===== src/rtl/dpi_consts.vh =====
// Purpose: Constants for the dual pot serial command decoder
// Assumes: Included by bare name from rtl files
// Notes:   Device-type code value is arbitrary
`ifndef DPI_CONSTS_VH
`define DPI_CONSTS_VH
`define DPI_DEV_TYPE      4'hA
`define DPI_OP_RD_WIPER   4'h9
`define DPI_OP_WR_WIPER   4'hA
`define DPI_OP_RD_SLOT    4'hB
`define DPI_OP_WR_SLOT    4'hC
`define DPI_OP_SLOT2WIPER 4'hD
`define DPI_OP_WIPER2SLOT 4'hE
`define DPI_OP_GL_S2W     4'h1
`define DPI_OP_GL_W2S     4'h8
`define DPI_OP_STEP       4'h2
`define DPI_WIPER_MAX     6'h3F
`define DPI_WIPER_MIN     6'h00
`define DPI_SLOT_RESET    6'h20
`define DPI_PROG_TIME_US  5000
`define DPI_CLK_MHZ       20
`define DPI_PROG_CYCLES   (`DPI_PROG_TIME_US * `DPI_CLK_MHZ)
`endif


===== src/rtl/dpi_sync.v =====
// Purpose: Three-stage synchroniser with agreement filter
// Assumes: Input asynchronous to clk
// Notes:   Output changes once stages two and three agree
`default_nettype none
module dpi_sync
(
    // Clock and reset
    input  wire clk,
    input  wire resetn,
    // Data
    input  wire din,
    output reg  dout
);
    reg s1_q;
    reg s2_q;
    reg s3_q;

    always @(posedge clk)
    begin
        if (!resetn)
        begin
            s1_q <= 1'b1;
            s2_q <= 1'b1;
            s3_q <= 1'b1;
            dout <= 1'b1;
        end
        else
        begin
            s1_q <= din;
            s2_q <= s1_q;
            s3_q <= s2_q;
            if (s2_q == s3_q)
                dout <= s3_q;
        end
    end
endmodule
`default_nettype wire


===== src/rtl/dpi_decoder.v =====
// Purpose: Serial command decoder for a dual 64-tap potentiometer
// Assumes: scl and sda_in are asynchronous pins sampled by clk
// Notes:   Setting slots are flip-flops; programming time is modelled
`include "dpi_consts.vh"
`default_nettype none
// What this block does
// - Ack address only when strap bits match
// - Decode opcode, pot bit, slot bits; ack
// - Read wiper returns position, MSB first
// - Write wiper loads data byte
// - Read slot returns selected slot content
// - Write slot stores data byte
// - Global copy slot to every wiper
// - Global copy every wiper to slot
// - Copy selected wiper into its slot
// - Load selected wiper from its slot
// - Stepping mode after ack until STOP
// - Programming starts only after STOP
// - Step up on data high, down low
// - Programming busy for at most 5 ms
// - Reset loads wipers from first slot
module dpi_decoder
#(
    parameter PROG_CYCLES = `DPI_PROG_CYCLES
)
(
    // Clock and reset
    input  wire       clk,
    input  wire       resetn,
    // Serial pins
    input  wire       scl,
    input  wire       sda_in,
    output reg        sda_out,
    output reg        sda_oe,
    // Strap address pins
    input  wire [3:0] strap_addr,
    // Wiper outputs and status
    output reg  [5:0] wiper0_q,
    output reg  [5:0] wiper1_q,
    output reg        prog_busy_q
);
    localparam S_IDLE = 6'h01;
    localparam S_ADDR = 6'h02;
    localparam S_INST = 6'h04;
    localparam S_WDAT = 6'h08;
    localparam S_RDAT = 6'h10;
    localparam S_STEP = 6'h20;

    wire scl_s;
    wire sda_s;
    reg  scl_p_q;
    reg  sda_p_q;
    reg  [5:0]  state_q;
    reg  [3:0]  bit_q;
    reg  [7:0]  sh_q;
    reg  [7:0]  tx_q;
    reg         ack_q;
    reg         acked_q;
    reg  [3:0]  op_q;
    reg         pot_q;
    reg  [1:0]  slot_q;
    reg  [5:0]  slot_mem_q [0:7];
    reg         pend_q;
    reg  [22:0] prog_cnt_q;
    reg         init_q;
    integer     i;

    wire scl_rise = scl_s & ~scl_p_q;
    wire scl_fall = ~scl_s & scl_p_q;
    wire start_c  = scl_s & sda_p_q & ~sda_s;
    wire stop_c   = scl_s & ~sda_p_q & sda_s;
    wire [7:0] byte_in = {sh_q[6:0], sda_s};
    wire [5:0] sel_wiper = pot_q ? wiper1_q : wiper0_q;
    wire [2:0] sel_idx = {pot_q, slot_q};

    // ****************************************
    // Pin synchronisers
    // ****************************************
    dpi_sync u_scl (.clk(clk), .resetn(resetn), .din(scl), .dout(scl_s));
    dpi_sync u_sda (.clk(clk), .resetn(resetn), .din(sda_in),
                    .dout(sda_s));

    // ****************************************
    // Frame decoder and wiper state
    // ****************************************
    always @(posedge clk)
    begin
        if (!resetn)
        begin
            scl_p_q     <= 1'b1;
            sda_p_q     <= 1'b1;
            state_q     <= S_IDLE;
            bit_q       <= 4'h0;
            sh_q        <= 8'h00;
            tx_q        <= 8'h00;
            ack_q       <= 1'b0;
            acked_q     <= 1'b0;
            op_q        <= 4'h0;
            pot_q       <= 1'b0;
            slot_q      <= 2'h0;
            sda_out     <= 1'b0;
            sda_oe      <= 1'b0;
            wiper0_q    <= `DPI_WIPER_MIN;
            wiper1_q    <= `DPI_WIPER_MIN;
            prog_busy_q <= 1'b0;
            pend_q      <= 1'b0;
            prog_cnt_q  <= 23'h000000;
            init_q      <= 1'b1;
            for (i = 0; i < 8; i = i + 1)
                slot_mem_q[i] <= `DPI_SLOT_RESET;
        end
        else
        begin
            scl_p_q <= scl_s;
            sda_p_q <= sda_s;
            // Power-up recall from first_setting_slot
            if (init_q)
            begin
                init_q   <= 1'b0;
                wiper0_q <= slot_mem_q[0];
                wiper1_q <= slot_mem_q[4];
            end
            // Programming timer
            if (prog_busy_q)
            begin
                if (prog_cnt_q == 23'h000001)
                    prog_busy_q <= 1'b0;
                prog_cnt_q <= prog_cnt_q - 23'h000001;
            end
            if (stop_c)
            begin
                state_q <= S_IDLE;
                sda_oe  <= 1'b0;
                if (pend_q)
                begin
                    pend_q      <= 1'b0;
                    prog_busy_q <= 1'b1;
                    prog_cnt_q  <= PROG_CYCLES[22:0];
                end
            end
            else if (start_c)
            begin
                state_q <= S_ADDR;
                sda_out <= 1'b0;
                bit_q   <= 4'h0;
                ack_q   <= 1'b0;
                sda_oe  <= 1'b0;
            end
            else if (state_q == S_STEP)
            begin
                // Direction taken at rise, step once the pulse ends
                // so the clock rise of STOP does not move the wiper
                if (scl_rise)
                    sh_q[0] <= sda_s;
                if (scl_fall)
                begin
                    sda_oe <= 1'b0;
                    if (sh_q[0])
                    begin
                        if (!pot_q && wiper0_q != `DPI_WIPER_MAX)
                            wiper0_q <= wiper0_q + 6'h01;
                        if (pot_q && wiper1_q != `DPI_WIPER_MAX)
                            wiper1_q <= wiper1_q + 6'h01;
                    end
                    else
                    begin
                        if (!pot_q && wiper0_q != `DPI_WIPER_MIN)
                            wiper0_q <= wiper0_q - 6'h01;
                        if (pot_q && wiper1_q != `DPI_WIPER_MIN)
                            wiper1_q <= wiper1_q - 6'h01;
                    end
                end
            end
            else if (state_q != S_IDLE)
            begin
                if (scl_rise)
                begin
                    if (ack_q)
                        acked_q <= ~sda_s;
                    else if (bit_q != 4'h8)
                    begin
                        sh_q  <= byte_in;
                        bit_q <= bit_q + 4'h1;
                    end
                end
                else if (scl_fall)
                begin
                    if (ack_q)
                    begin
                        // Ninth clock over
                        ack_q  <= 1'b0;
                        bit_q  <= 4'h0;
                        sda_oe <= 1'b0;
                        case (state_q)
                        S_ADDR:
                            state_q <= S_INST;
                        S_INST:
                        begin
                            case (op_q)
                            `DPI_OP_RD_WIPER:
                            begin
                                state_q <= S_RDAT;
                                tx_q    <= {2'b00, sel_wiper};
                                // First data bit is always zero: pull now
                                sda_out <= 1'b0;
                                sda_oe  <= 1'b1;
                            end
                            `DPI_OP_RD_SLOT:
                            begin
                                state_q <= S_RDAT;
                                tx_q <= {2'b00, slot_mem_q[sel_idx]};
                                sda_out <= 1'b0;
                                sda_oe  <= 1'b1;
                            end
                            `DPI_OP_STEP:
                                state_q <= S_STEP;
                            `DPI_OP_WR_WIPER, `DPI_OP_WR_SLOT:
                                state_q <= S_WDAT;
                            default:
                                state_q <= S_IDLE;
                            endcase
                        end
                        S_RDAT:
                            state_q <= acked_q ? S_RDAT : S_IDLE;
                        default:
                            state_q <= S_IDLE;
                        endcase
                    end
                    else if (state_q == S_RDAT)
                    begin
                        if (bit_q == 4'h8)
                        begin
                            ack_q   <= 1'b1;
                            sda_out <= 1'b0;
                        end
                        else
                            sda_out <= tx_q[3'h7 - bit_q[2:0]];
                        sda_oe <= (bit_q != 4'h8) & ~tx_q[3'h7 - bit_q[2:0]];
                    end
                    else if (bit_q == 4'h8)
                    begin
                        ack_q <= 1'b1;
                        case (state_q)
                        S_ADDR:
                            if (sh_q[7:4] == `DPI_DEV_TYPE &&
                                sh_q[3:0] == strap_addr && !prog_busy_q)
                                sda_oe <= 1'b1;
                            else
                                state_q <= S_IDLE;
                        S_INST:
                        begin
                            sda_oe <= 1'b1;
                            op_q   <= sh_q[7:4];
                            pot_q  <= sh_q[2];
                            slot_q <= sh_q[1:0];
                            case (sh_q[7:4])
                            `DPI_OP_GL_S2W:
                            begin
                                wiper0_q <= slot_mem_q[{1'b0, sh_q[1:0]}];
                                wiper1_q <= slot_mem_q[{1'b1, sh_q[1:0]}];
                            end
                            `DPI_OP_GL_W2S:
                            begin
                                slot_mem_q[{1'b0, sh_q[1:0]}] <= wiper0_q;
                                slot_mem_q[{1'b1, sh_q[1:0]}] <= wiper1_q;
                                pend_q <= 1'b1;
                            end
                            `DPI_OP_WIPER2SLOT:
                            begin
                                slot_mem_q[sh_q[2:0]] <= sh_q[2] ?
                                    wiper1_q : wiper0_q;
                                pend_q <= 1'b1;
                            end
                            `DPI_OP_SLOT2WIPER:
                            begin
                                if (sh_q[2])
                                    wiper1_q <= slot_mem_q[sh_q[2:0]];
                                else
                                    wiper0_q <= slot_mem_q[sh_q[2:0]];
                            end
                            default:
                                pot_q <= sh_q[2];
                            endcase
                        end
                        S_WDAT:
                        begin
                            sda_oe <= 1'b1;
                            if (op_q == `DPI_OP_WR_WIPER)
                            begin
                                if (pot_q)
                                    wiper1_q <= sh_q[5:0];
                                else
                                    wiper0_q <= sh_q[5:0];
                            end
                            else
                            begin
                                slot_mem_q[sel_idx] <= sh_q[5:0];
                                pend_q <= 1'b1;
                            end
                        end
                        default:
                            state_q <= S_IDLE;
                        endcase
                    end
                end
            end
            if (state_q == S_RDAT && scl_fall && ack_q)
                bit_q <= 4'h0;
        end
    end
endmodule
`default_nettype wire


===== config.mk =====
export PLATFORM = sky130hd
export DESIGN_NAME = dpi_decoder
export DESIGN_NICKNAME = d
export VERILOG_FILES = /design/src/rtl/dpi_sync.v /design/src/rtl/dpi_decoder.v
export VERILOG_INCLUDE_DIRS = /design/src /design/src/rtl
export SDC_FILE = /design/constraint.sdc
export NUM_CORES = 1
export LEC_CHECK = 0
export BUFFER_PORTS_ARGS = -buffer_cell sky130_fd_sc_hd__buf_2
export CAP_MARGIN = 20
export CORE_MARGIN = 3
export CORE_UTILIZATION = 54
export CTS_BUF_LIST = sky130_fd_sc_hd__clkbuf_4 sky130_fd_sc_hd__clkbuf_8 sky130_fd_sc_hd__clkbuf_16
export CTS_CLUSTER_DIAMETER = 30
export DETAILED_ROUTE_END_ITERATION = 7
export PLACE_DENSITY_LB_ADDON = 0.3
export SYNTH_ARGS = -nofsm -noshare
export SYNTH_HDL_FRONTEND = slang
export SYNTH_SLANG_ARGS = --single-unit

===== constraint.sdc =====
create_clock -name clk -period 2.85 [get_ports clk]
set_input_delay 0.1425 -clock clk [delete_from_list [all_inputs] [get_ports clk]]
set_output_delay 0.1425 -clock clk [all_outputs]
set_load 0.005 [all_outputs]

# Yosys cells after proc, flatten, opt, wreduce, memory -nomap -nowiden

Memory sizes are Yosys's and may differ from the RTL's. A register that Yosys moved wholly into a read port is not among the register bits.
Cells that the tools add are included.

Flip-flop bits (word level): 85
Bits in latches: 0
Bits in writable memories: 48
Memory bits (read-only): 0
Input port bits: 8
Output and inout bits: 15
Logic and storage cells: 313
Memories: 1

Memories:

| memory     | depth | bits a word | read ports | clocked after Yosys merged registers in | write ports | RTL line         | text |
|---|---|---|---|---|---|---|---|
| slot_mem_q | 8     | 6           | 6          | 1                                       | 8           | dpi_decoder.v:62 | `reg [5:0] slot_mem_q [0:7];` |

Add/subtract/negate cells: 7
$mul: 0
Div/mod/pow operators: 0
Order comparisons: 1
Eq/ne operators: 45
Shifts and indexed selects: 0
Muxes and demuxes: 163
Bitwise logic cells: 19
Reduce and logical (&&, ||, !) cells: 48

Operators with widths:

| operator                                           | count |
|---|---|
| two-way mux 6 bit                                  | 44 |
| two-way mux 1 bit                                  | 85 |
| two-way mux 23 bit                                 | 3 |
| case mux 6 bit (2 select lines)                    | 5 |
| == test 4 bit, second input constant               | 9 |
| case mux 6 bit (3 select lines)                    | 2 |
| two-way mux 4 bit                                  | 8 |
| AND reduction 7 bit                                | 4 |
| AND reduction 8 bit                                | 3 |
| OR reduction 6 bit                                 | 4 |
| == test 23 x 1 -> 1 bit, second input constant     | 1 |
| subtractor 23 x 1 -> 23 bit, second input constant | 1 |
| two-way mux 3 bit                                  | 6 |
| inequality test 2 bit, second input constant       | 8 |
| case mux 8 bit (2 select lines)                    | 1 |
| nonzero test 2 bit                                 | 7 |
| adder 6 x 1 -> 6 bit, second input constant        | 2 |
| inequality test 6 bit, second input constant       | 2 |
| inverter 1 bit                                     | 12 |
| nonzero test 3 bit                                 | 4 |
| nonzero test 6 bit                                 | 2 |
| OR reduction 2 bit                                 | 6 |
| subtractor 6 x 1 -> 6 bit, second input constant   | 2 |
| AND reduction 11 bit                               | 1 |
| 33 further kinds                                   | 61 |

# Longest topological paths before layout

Gate-level depths: netlist of the first run.

Depth after elaboration: 18
Depth in mapped cells: 12
Mapped depth without buffers: 8

# Hierarchy

From an unflattened synthesis of the first run, not the netlist that was laid out.

Cell total of the unflattened synthesis: 906
Area total of the unflattened synthesis: 8350.5 um^2

Modules (own cells, without submodules):

| module      | instances | cells an instance | area each (um^2) | sequential area each (um^2) |
|---|---|---|---|---|
| dpi_decoder | 1         | 886               | 8125.3           | 3002.9 |
| dpi_sync    | 2         | 10                | 112.6            | 80.1 |

# Least setup slack after synthesis of the first run

OpenSTA, ideal clock, no wires.

Path type: register to register
Start point: register u_scl.dout
End point: memory slot_mem_q[3][0], enable pin
Setup time: 377 ps
Arrival time: 2562 ps
Required time: 2473 ps
Path slack: -89 ps
Cell stages (with the launch flop): 11
Buffers on the path: 2
Period minus slack after synthesis: 2939 ps
Cells stage by stage: dfxtp_1 -> buf_2 -> inv_1 -> ha_1 -> buf_2 -> nor3b_2 -> o2111ai_2 -> nor4_4 -> a32o_1 -> o21ai_2 -> o21ai_0

RTL lines:

| what                     | RTL line         | text |
|---|---|---|
| start: declaration       | dpi_sync.v:12    | `output reg dout` |
| start signal: assignment | dpi_sync.v:33    | `dout <= s3_q;` |
| end: declaration         | dpi_decoder.v:62 |  |

==> results of run 1 <==
cells by family (layout without fill, tap and decap cells):
kind of cell             count (synthesis)  after routing  share of synthesized area (%)
AO/OA/AOI/OAI                          238            238                           19.2
buffers and inverters                   93            147                           4.72
flip-flops                             134            134                           37.5
multiplexers                            67             67                           11.8
adder cells (fa/ha/maj)                 12             12                           1.78
AND/OR/NAND/NOR                        340            340                           21.3
XOR/XNOR                                36             36                           3.74
stage by stage:
step | hold slack, ns | setup TNS (ns)
final | 0.0635 | 0
after global routing | 0.0451 | -0.0506
after CTS | 0.0300 | 0
after detailed placement | 0.327 | 0
after global placement | 0.323 | 0
after floorplan | 0.244 | 0
how the worst max path moves through the flow:
stage                     startpoint          endpoint  slack, ns  depth (start not counted)
after floorplan           u_scl.dout  slot_mem_q[3][0]       0.09                         10
after detailed placement  u_scl.dout  slot_mem_q[0][3]       0.06                          9
after global routing      u_scl.dout  slot_mem_q[0][5]      -0.05                         10
after CTS                 u_scl.dout  slot_mem_q[0][5]       0.05                          9
after global placement      bit_q[1]  slot_mem_q[4][3]       0.17                          9
final                     u_scl.dout  slot_mem_q[0][5]       0.02                         10
synthesized netlist by cell type (all sizes together) (12+ instances only):
| master | number |
|---|---|
| a22o | 21 |
| and3 | 12 |
| o21ai | 57 |
| mux2i | 35 |
| mux4 | 25 |
| inv | 29 |
| ha | 12 |
| nor2 | 96 |
| clkbuf | 39 |
| or3 | 16 |
| nand2b | 12 |
| buf | 23 |
| nand2 | 92 |
| nand3 | 23 |
| o211ai | 13 |
| a21oi | 61 |
| nor4 | 14 |
| dfxtp | 86 |
| xor2 | 16 |
| nor3 | 23 |
| xnor2 | 20 |
| edfxtp | 48 |
power groups by stage:
stage / Sequential [mW] / Combinational (mW) / Clock [mW]
2_1_floorplan: 2.10 / 0.231 / 0
3_3_place_gp: 2.13 / 0.315 / 0
3_5_place_dp: 2.13 / 0.318 / 0
4_1_cts: 2.09 / 0.322 / 2.25
5_1_grt: 2.10 / 0.356 / 2.34
6_report: 2.10 / 0.331 / 2.24
sequential cells by signal, indices dropped and copies added (netlist names), 2 cells and up, named ones only:
name,flops
prog_cnt_q,23
op_q,4
bit_q,4
wiper1_q,6
state_q,6
tx_q,6
wiper0_q,6
slot_mem_q,48
sh_q,8
slot_q,2
layout make-up:
class                      instances  area (um^2)
fill                            1267         5620
multi-input combinational        693         4920
sequential                       134         3160
timing repair buffer              84          581
clock buffer                      19          453
tap                              211          264
clock inverter                    13          141
inverter                          31          116
timing repair:
action                     in CTS  in global routing
buffers inserted                0                  0
hold endpoints to repair        2                  0
gates resized for setup         0                 10
hold buffers                    2                  0
setup endpoints to repair       0                 27
per-layer routing:
metal | global-route usage (%) | routed length, um
met1 | 38.9 | 9990
met2 | 46.2 | 11500
met3 | 7.64 | 2360
met4 | 12.2 | 863
met5 | 0 | 0
==> impl_results.md, run 1 <==
* Hold_sp: resetn
* Final Power at 4.67 mW
* Layout cells sized above 1 at 19.1%
* Core area at 15300 um^2
* Hold path cells at 2
* Critical path data required time at 3.02 ns
* Worst Slack Setup Final at 0.0216 ns
* DIE AREA at 17100 um^2
* # H-tree levels at 4
* Highest clock rate at 354 MHz
* Gate power share at 7.1%
* Post-route minimum period at 2.83 ns
* Total clock sinks at 134
* Die Ht at 131 um
* Synth area leaders: dfxtp_1, edfxtp_1, mux4_2, nor2_1, mux2i_1
* Vias in the first global route at 7053
* DRC viols at 0
* Data arrival, critical path at 3.00 ns
* Drt wl/cell at 20.9 um
* Final setup viols at 0
* FF-to-FF Start: u_scl.dout
* Die outline width at 131 um
* CP top delay family: simple AND/OR/NAND/NOR gates
* Placed inst area at 8970 um^2
* FP Rows at 45
* Switching Share at 24.9%
* Number of flops mapped to enable cells by yosys at 48
* Async set-or-reset flop fraction in the synthesized netlist at 0%
* Most frequent cells in the layout: nor2_1, nand2_1, dfxtp_1, a21oi_1, buf_4
* Tcrit/Tclk final at 99.2%
* Pleak at 3.44 nW
* ANT nets after route at 0
* Outcome: completed
* DP HPWL at 18100 um
* I/O Buffers at 22
* R2r worst-path depth at 10
* Initial Utilization at 55.2%
* Clock share of power at 48.0%
* CP max stage cell: dfxtp_1
* Post-synthesis instance area at 8430 um^2
* Final nets at 981
* Crit-path max cell delay at 0.39 ns
* Max Slew Vio Count at 0
* Psw at 1.16 mW
* GRT Total Usage at 29.5%
* Routability congestion estimate from global placement at 0.980
* CP endpoint kind: flip-flop
* Endpoint of the worst hold path: wiper1_q[0]
* Post-synth top area share at 20.4%
* Clock Latency Late Sink at 0.43 ns
* Synthesized instance count at 920
* Initial drt markers at 748
* Min-delay worst type: in2reg
* Worst-margin pin slew at 0.704 ns
* Cell mode on critical path: buf_4
* Synth area leader: dfxtp_1
* Avg Cell Area, Syn at 9.16 um^2
* Register area share after synthesis at 37.5%
* CTS buffer count at 17
* Internal at 3.51 mW
* Area Growth Syn to Fin at 14.3%
* Root buffer cell: clkbuf_16
* Post-synthesis cell type count at 90
* Final core occ at 63.2%
* CP Cell Sequence: inv_1, ha_1, nor3b_4, o2111ai_4, nor3_2, buf_4, and3_2, o22ai_2, buf_4, or3_1
* Crit Path Class: reg2reg
* TritonCTS clock tree: done
* Dpl cells at 1151
* Slew margin rel. at 53.0%
* Max_cap viols at 0
* VDD IR-drop max at 0.433 mV
* RR Endpoint: slot_mem_q[0][5]
* Commonest register cell after synthesis: dfxtp_1
* Vias per cell at 6.38
* Reg2Reg Setup Slack at 0.02 ns
* Sequential share of power at 44.9%
* Critical Path Fanout Max at 12
* Syn Nets at 940
* Drt pass-1 iters at 6
* Total grt overflow at 0
* Vias at 7558
* Antenna violations before repair at 0
* Most common cell after layout, fill and taps aside: nor2_1
* Final Skew at 0.00936 ns
* Pre-CTS setup slack at 0.0612 ns
* Post-Layout Inst Area at 9640 um^2
* Endpoints failing hold at 0
* Routed wire length at 24700 um
* First-pass GRT wire length at 38700 um
* Fin cells at 1185
* I/O pins at 23
* Critical Path Start Type: flip-flop
* Yosys warns at 0
* Max clock buf depth at 2
* Clk slew on worst S/H paths at 0.06 ns
* PwrDens at 484 nW/um^2
* Yosys reg bits at 134
* Diode count at 0
* Largest net degree at the start of global routing at 29
* WP buf/inv at 3
Power figures use the tool's default switching activity.
==> run 2: changes to the inputs <==
--- a/config.mk
+++ b/config.mk
@@ -8,12 +8,12 @@
 export LEC_CHECK = 0
 export BUFFER_PORTS_ARGS = -buffer_cell sky130_fd_sc_hd__buf_2
 export CAP_MARGIN = 20
-export CORE_MARGIN = 3
+export CORE_MARGIN = 4
 export CORE_UTILIZATION = 54
 export CTS_BUF_LIST = sky130_fd_sc_hd__clkbuf_4 sky130_fd_sc_hd__clkbuf_8 sky130_fd_sc_hd__clkbuf_16
 export CTS_CLUSTER_DIAMETER = 30
 export DETAILED_ROUTE_END_ITERATION = 7
-export PLACE_DENSITY_LB_ADDON = 0.3
+export PLACE_DENSITY = 0.74
 export SYNTH_ARGS = -nofsm -noshare
 export SYNTH_HDL_FRONTEND = slang
 export SYNTH_SLANG_ARGS = --single-unit
==> impl_results.md, run 2 (same netlist as run 1, synthesis figures left out) <==
* Outcome: completed
* Core area at 15300 um^2 (unchanged)
* Gr busiest metal: met2
* Layout cells sized above 1 at 19.2% (+0.13 points)
* Critical Path Start Type: flip-flop
* Clk slew on worst S/H paths at 0.06 ns (about the same)
* Total clock sinks at 134 (unchanged)
* Final nets at 985 (+0.41%)
* Final Power at 4.56 mW (-2.3%)
* CTS buffer count at 17 (unchanged)
* CP Cell Sequence: inv_1, ha_1, nor3b_2, o2111ai_4, nor3_2, buf_4, and3_1, o22ai_2, buf_4, or3_1
* Worst-margin pin slew at 0.857 ns (+0.152 ns)
* Met3 GRT Util at 5.67% (-2.0 points)
* Highest clock rate at 370 MHz (+4.7%)
* Top reg by flops: slot_mem_q
* Clock Latency Late Sink at 0.43 ns (about the same)
* Final core occ at 63.2% (about the same)
* Area Growth Syn to Fin at 14.4% (about the same)
* Data arrival, critical path at 2.87 ns (-0.13 ns)
* Vias in the first global route at 7298 (+3.5%)
* Slew margin rel. at 42.3% (-11 points)
* Initial Utilization at 55.2% (unchanged)
* ANT nets after route at 0 (unchanged)
* Antenna violations before repair at 0 (unchanged)
* # H-tree levels at 4 (unchanged)
* Endpoints failing hold at 0 (unchanged)
* Final Skew at 0.0102 ns (+0.000835 ns)
* Root buffer cell: clkbuf_16
* Die Ht at 133 um (+1.5%)
* Cell mode on critical path: buf_4
* PwrDens at 473 nW/um^2 (-2.3%)
* Max clock buf depth at 2 (unchanged)
* I/O Buffers at 22 (unchanged)
* GR Util met2 at 45.7% (-0.50 points)
* R2r worst-path depth at 10 (unchanged)
* I/O pins at 23 (unchanged)
* Diode count at 0 (unchanged)
* Final setup viols at 0 (unchanged)
* VDD IR-drop max at 0.418 mV (-3.4%)
* Drt wl/cell at 21.1 um (+1.1%)
* Crit-path max cell delay at 0.34 ns (-0.05 ns)
* Total grt overflow at 0 (unchanged)
* Gate power share at 7.3% (+0.2 points)
* FP Rows at 45 (unchanged)
* CP endpoint kind: flip-flop
* Pleak at 3.45 nW (+0.31%)
* Largest net degree at the start of global routing at 26 (-10%)
* First-pass GRT wire length at 39800 um (+3.1%)
* Most frequent cells in the layout: nor2_1, nand2_1, dfxtp_1, buf_4, a21oi_1
* CP max stage cell: dfxtp_1
* DRC viols at 0 (unchanged)
* DP HPWL at 18400 um (+1.4%)
* Tcrit/Tclk final at 94.8% (-4.4 points)
* Post-CTS Setup Bufs at 0 (unchanged)
* Internal at 3.41 mW (-2.8%)
* Max_cap viols at 0 (unchanged)
* Switching Share at 25.2% (+0.38 points)
* Crit Path Class: reg2reg
* GRT Total Usage at 28.7% (-0.75 points)
* M1 GR Usage at 37.5% (-1.4 points)
* Critical Path Fanout Max at 12 (unchanged)
* TritonCTS clock tree: done
* DIE AREA at 17700 um^2 (+3.1%)
* Hold slack at 0.148 ns (+0.0844 ns)
* Die outline width at 133 um (+1.5%)
* Most common cell after layout, fill and taps aside: nor2_1
* Routed wire length at 25100 um (+1.4%)
* Psw at 1.15 mW (-0.82%)
* Largest register FFs at 48 (unchanged)
* Drt pass-1 iters at 5 (-1)
* Largest regs: slot_mem_q (48), prog_cnt_q (23), sh_q (8)
* Clock share of power at 46.8% (-1.2 points)
* Sequential share of power at 45.9% (+1.0 points)
* Hold path cells at 3 (+1)
* Vias per cell at 6.48 (+1.6%)
* Min-delay worst type: in2reg
* Max Slew Vio Count at 0 (unchanged)
* Vias at 7703 (+1.9%)
* Routability congestion estimate from global placement at 0.978 (-0.18%)
* Post-route minimum period at 2.70 ns (-0.126 ns)
* Critical path data required time at 3.02 ns (about the same)
* Initial drt markers at 819 (+9.5%)
[run 2: metrics by stage]
step	setup TNS, ns	std cells	instance area (um^2)	setup WS [ns]
5_1_grt	-0.00727	1189	9640	-0.00247
3_3_place_gp	0	1155	9000	0.151
3_5_place_dp	0	1155	9000	0.0240
6_report	0	1189	9640	0.148
4_1_cts	0	1189	9600	0.0200
2_1_floorplan	0	920	8430	0.0911
[run 2: path summary, 6_finish.rpt]
path,slack [ns],start,to
hold reg to reg,0.41,u_scl.s1_q,u_scl.s2_q
setup reg to reg,0.15,scl_p_q,slot_mem_q[0][5]
setup / recovery,0.15,scl_p_q,slot_mem_q[0][5]
hold / removal,0.15,resetn,u_sda.s1_q
[run 2: worst max-delay path, delay by kind of cell (launching register included)]
kind / cells / cell delay (ns)
AOI/OAI and AO/OA: 2 / 0.35
adders and majority gates: 1 / 0.21
buffers and inverters: 3 / 0.44
DFF: 1 / 0.34
and+or+nand+nor: 4 / 1.10
[run 2: final cells by class]
| cell class | count | area, um^2 |
|---|---|---|
| Multi-Input combinational cell | 693 | 4900 |
| Clock buffer | 20 | 489 |
| Clock inverter | 12 | 91.3 |
| Tap cell | 211 | 264 |
| Sequential cell | 134 | 3160 |
| Timing Repair Buffer | 88 | 611 |
| Fill cell | 1285 | 5620 |
| Inverter | 31 | 116 |
[run 2: repair_timing]
item	in CTS	in global routing
resized for setup	0	7
hold buffers	2	0
endpoints found under the setup margin	0	19
hold endpoints to repair	2	0
[run 2: routing by layer]
| metal | part of all wire (%) | up-vias |
|---|---|---|
| met5 | 0 | - |
| met2 | 46 | 411 |
| met4 | 4.8 | 0 |
| li1 | - | 3509 |
| met3 | 9.1 | 88 |
| met1 | 40 | 3695 |
[run 2: power by group through the flow]
stage | clock network, mW | registers, mW | logic (mW)
floorplan | 0 | 2.10 | 0.231
global placement | 0 | 2.13 | 0.318
detailed placement | 0 | 2.13 | 0.319
CTS | 2.16 | 2.09 | 0.324
global route | 2.25 | 2.10 | 0.358
finish | 2.13 | 2.09 | 0.332
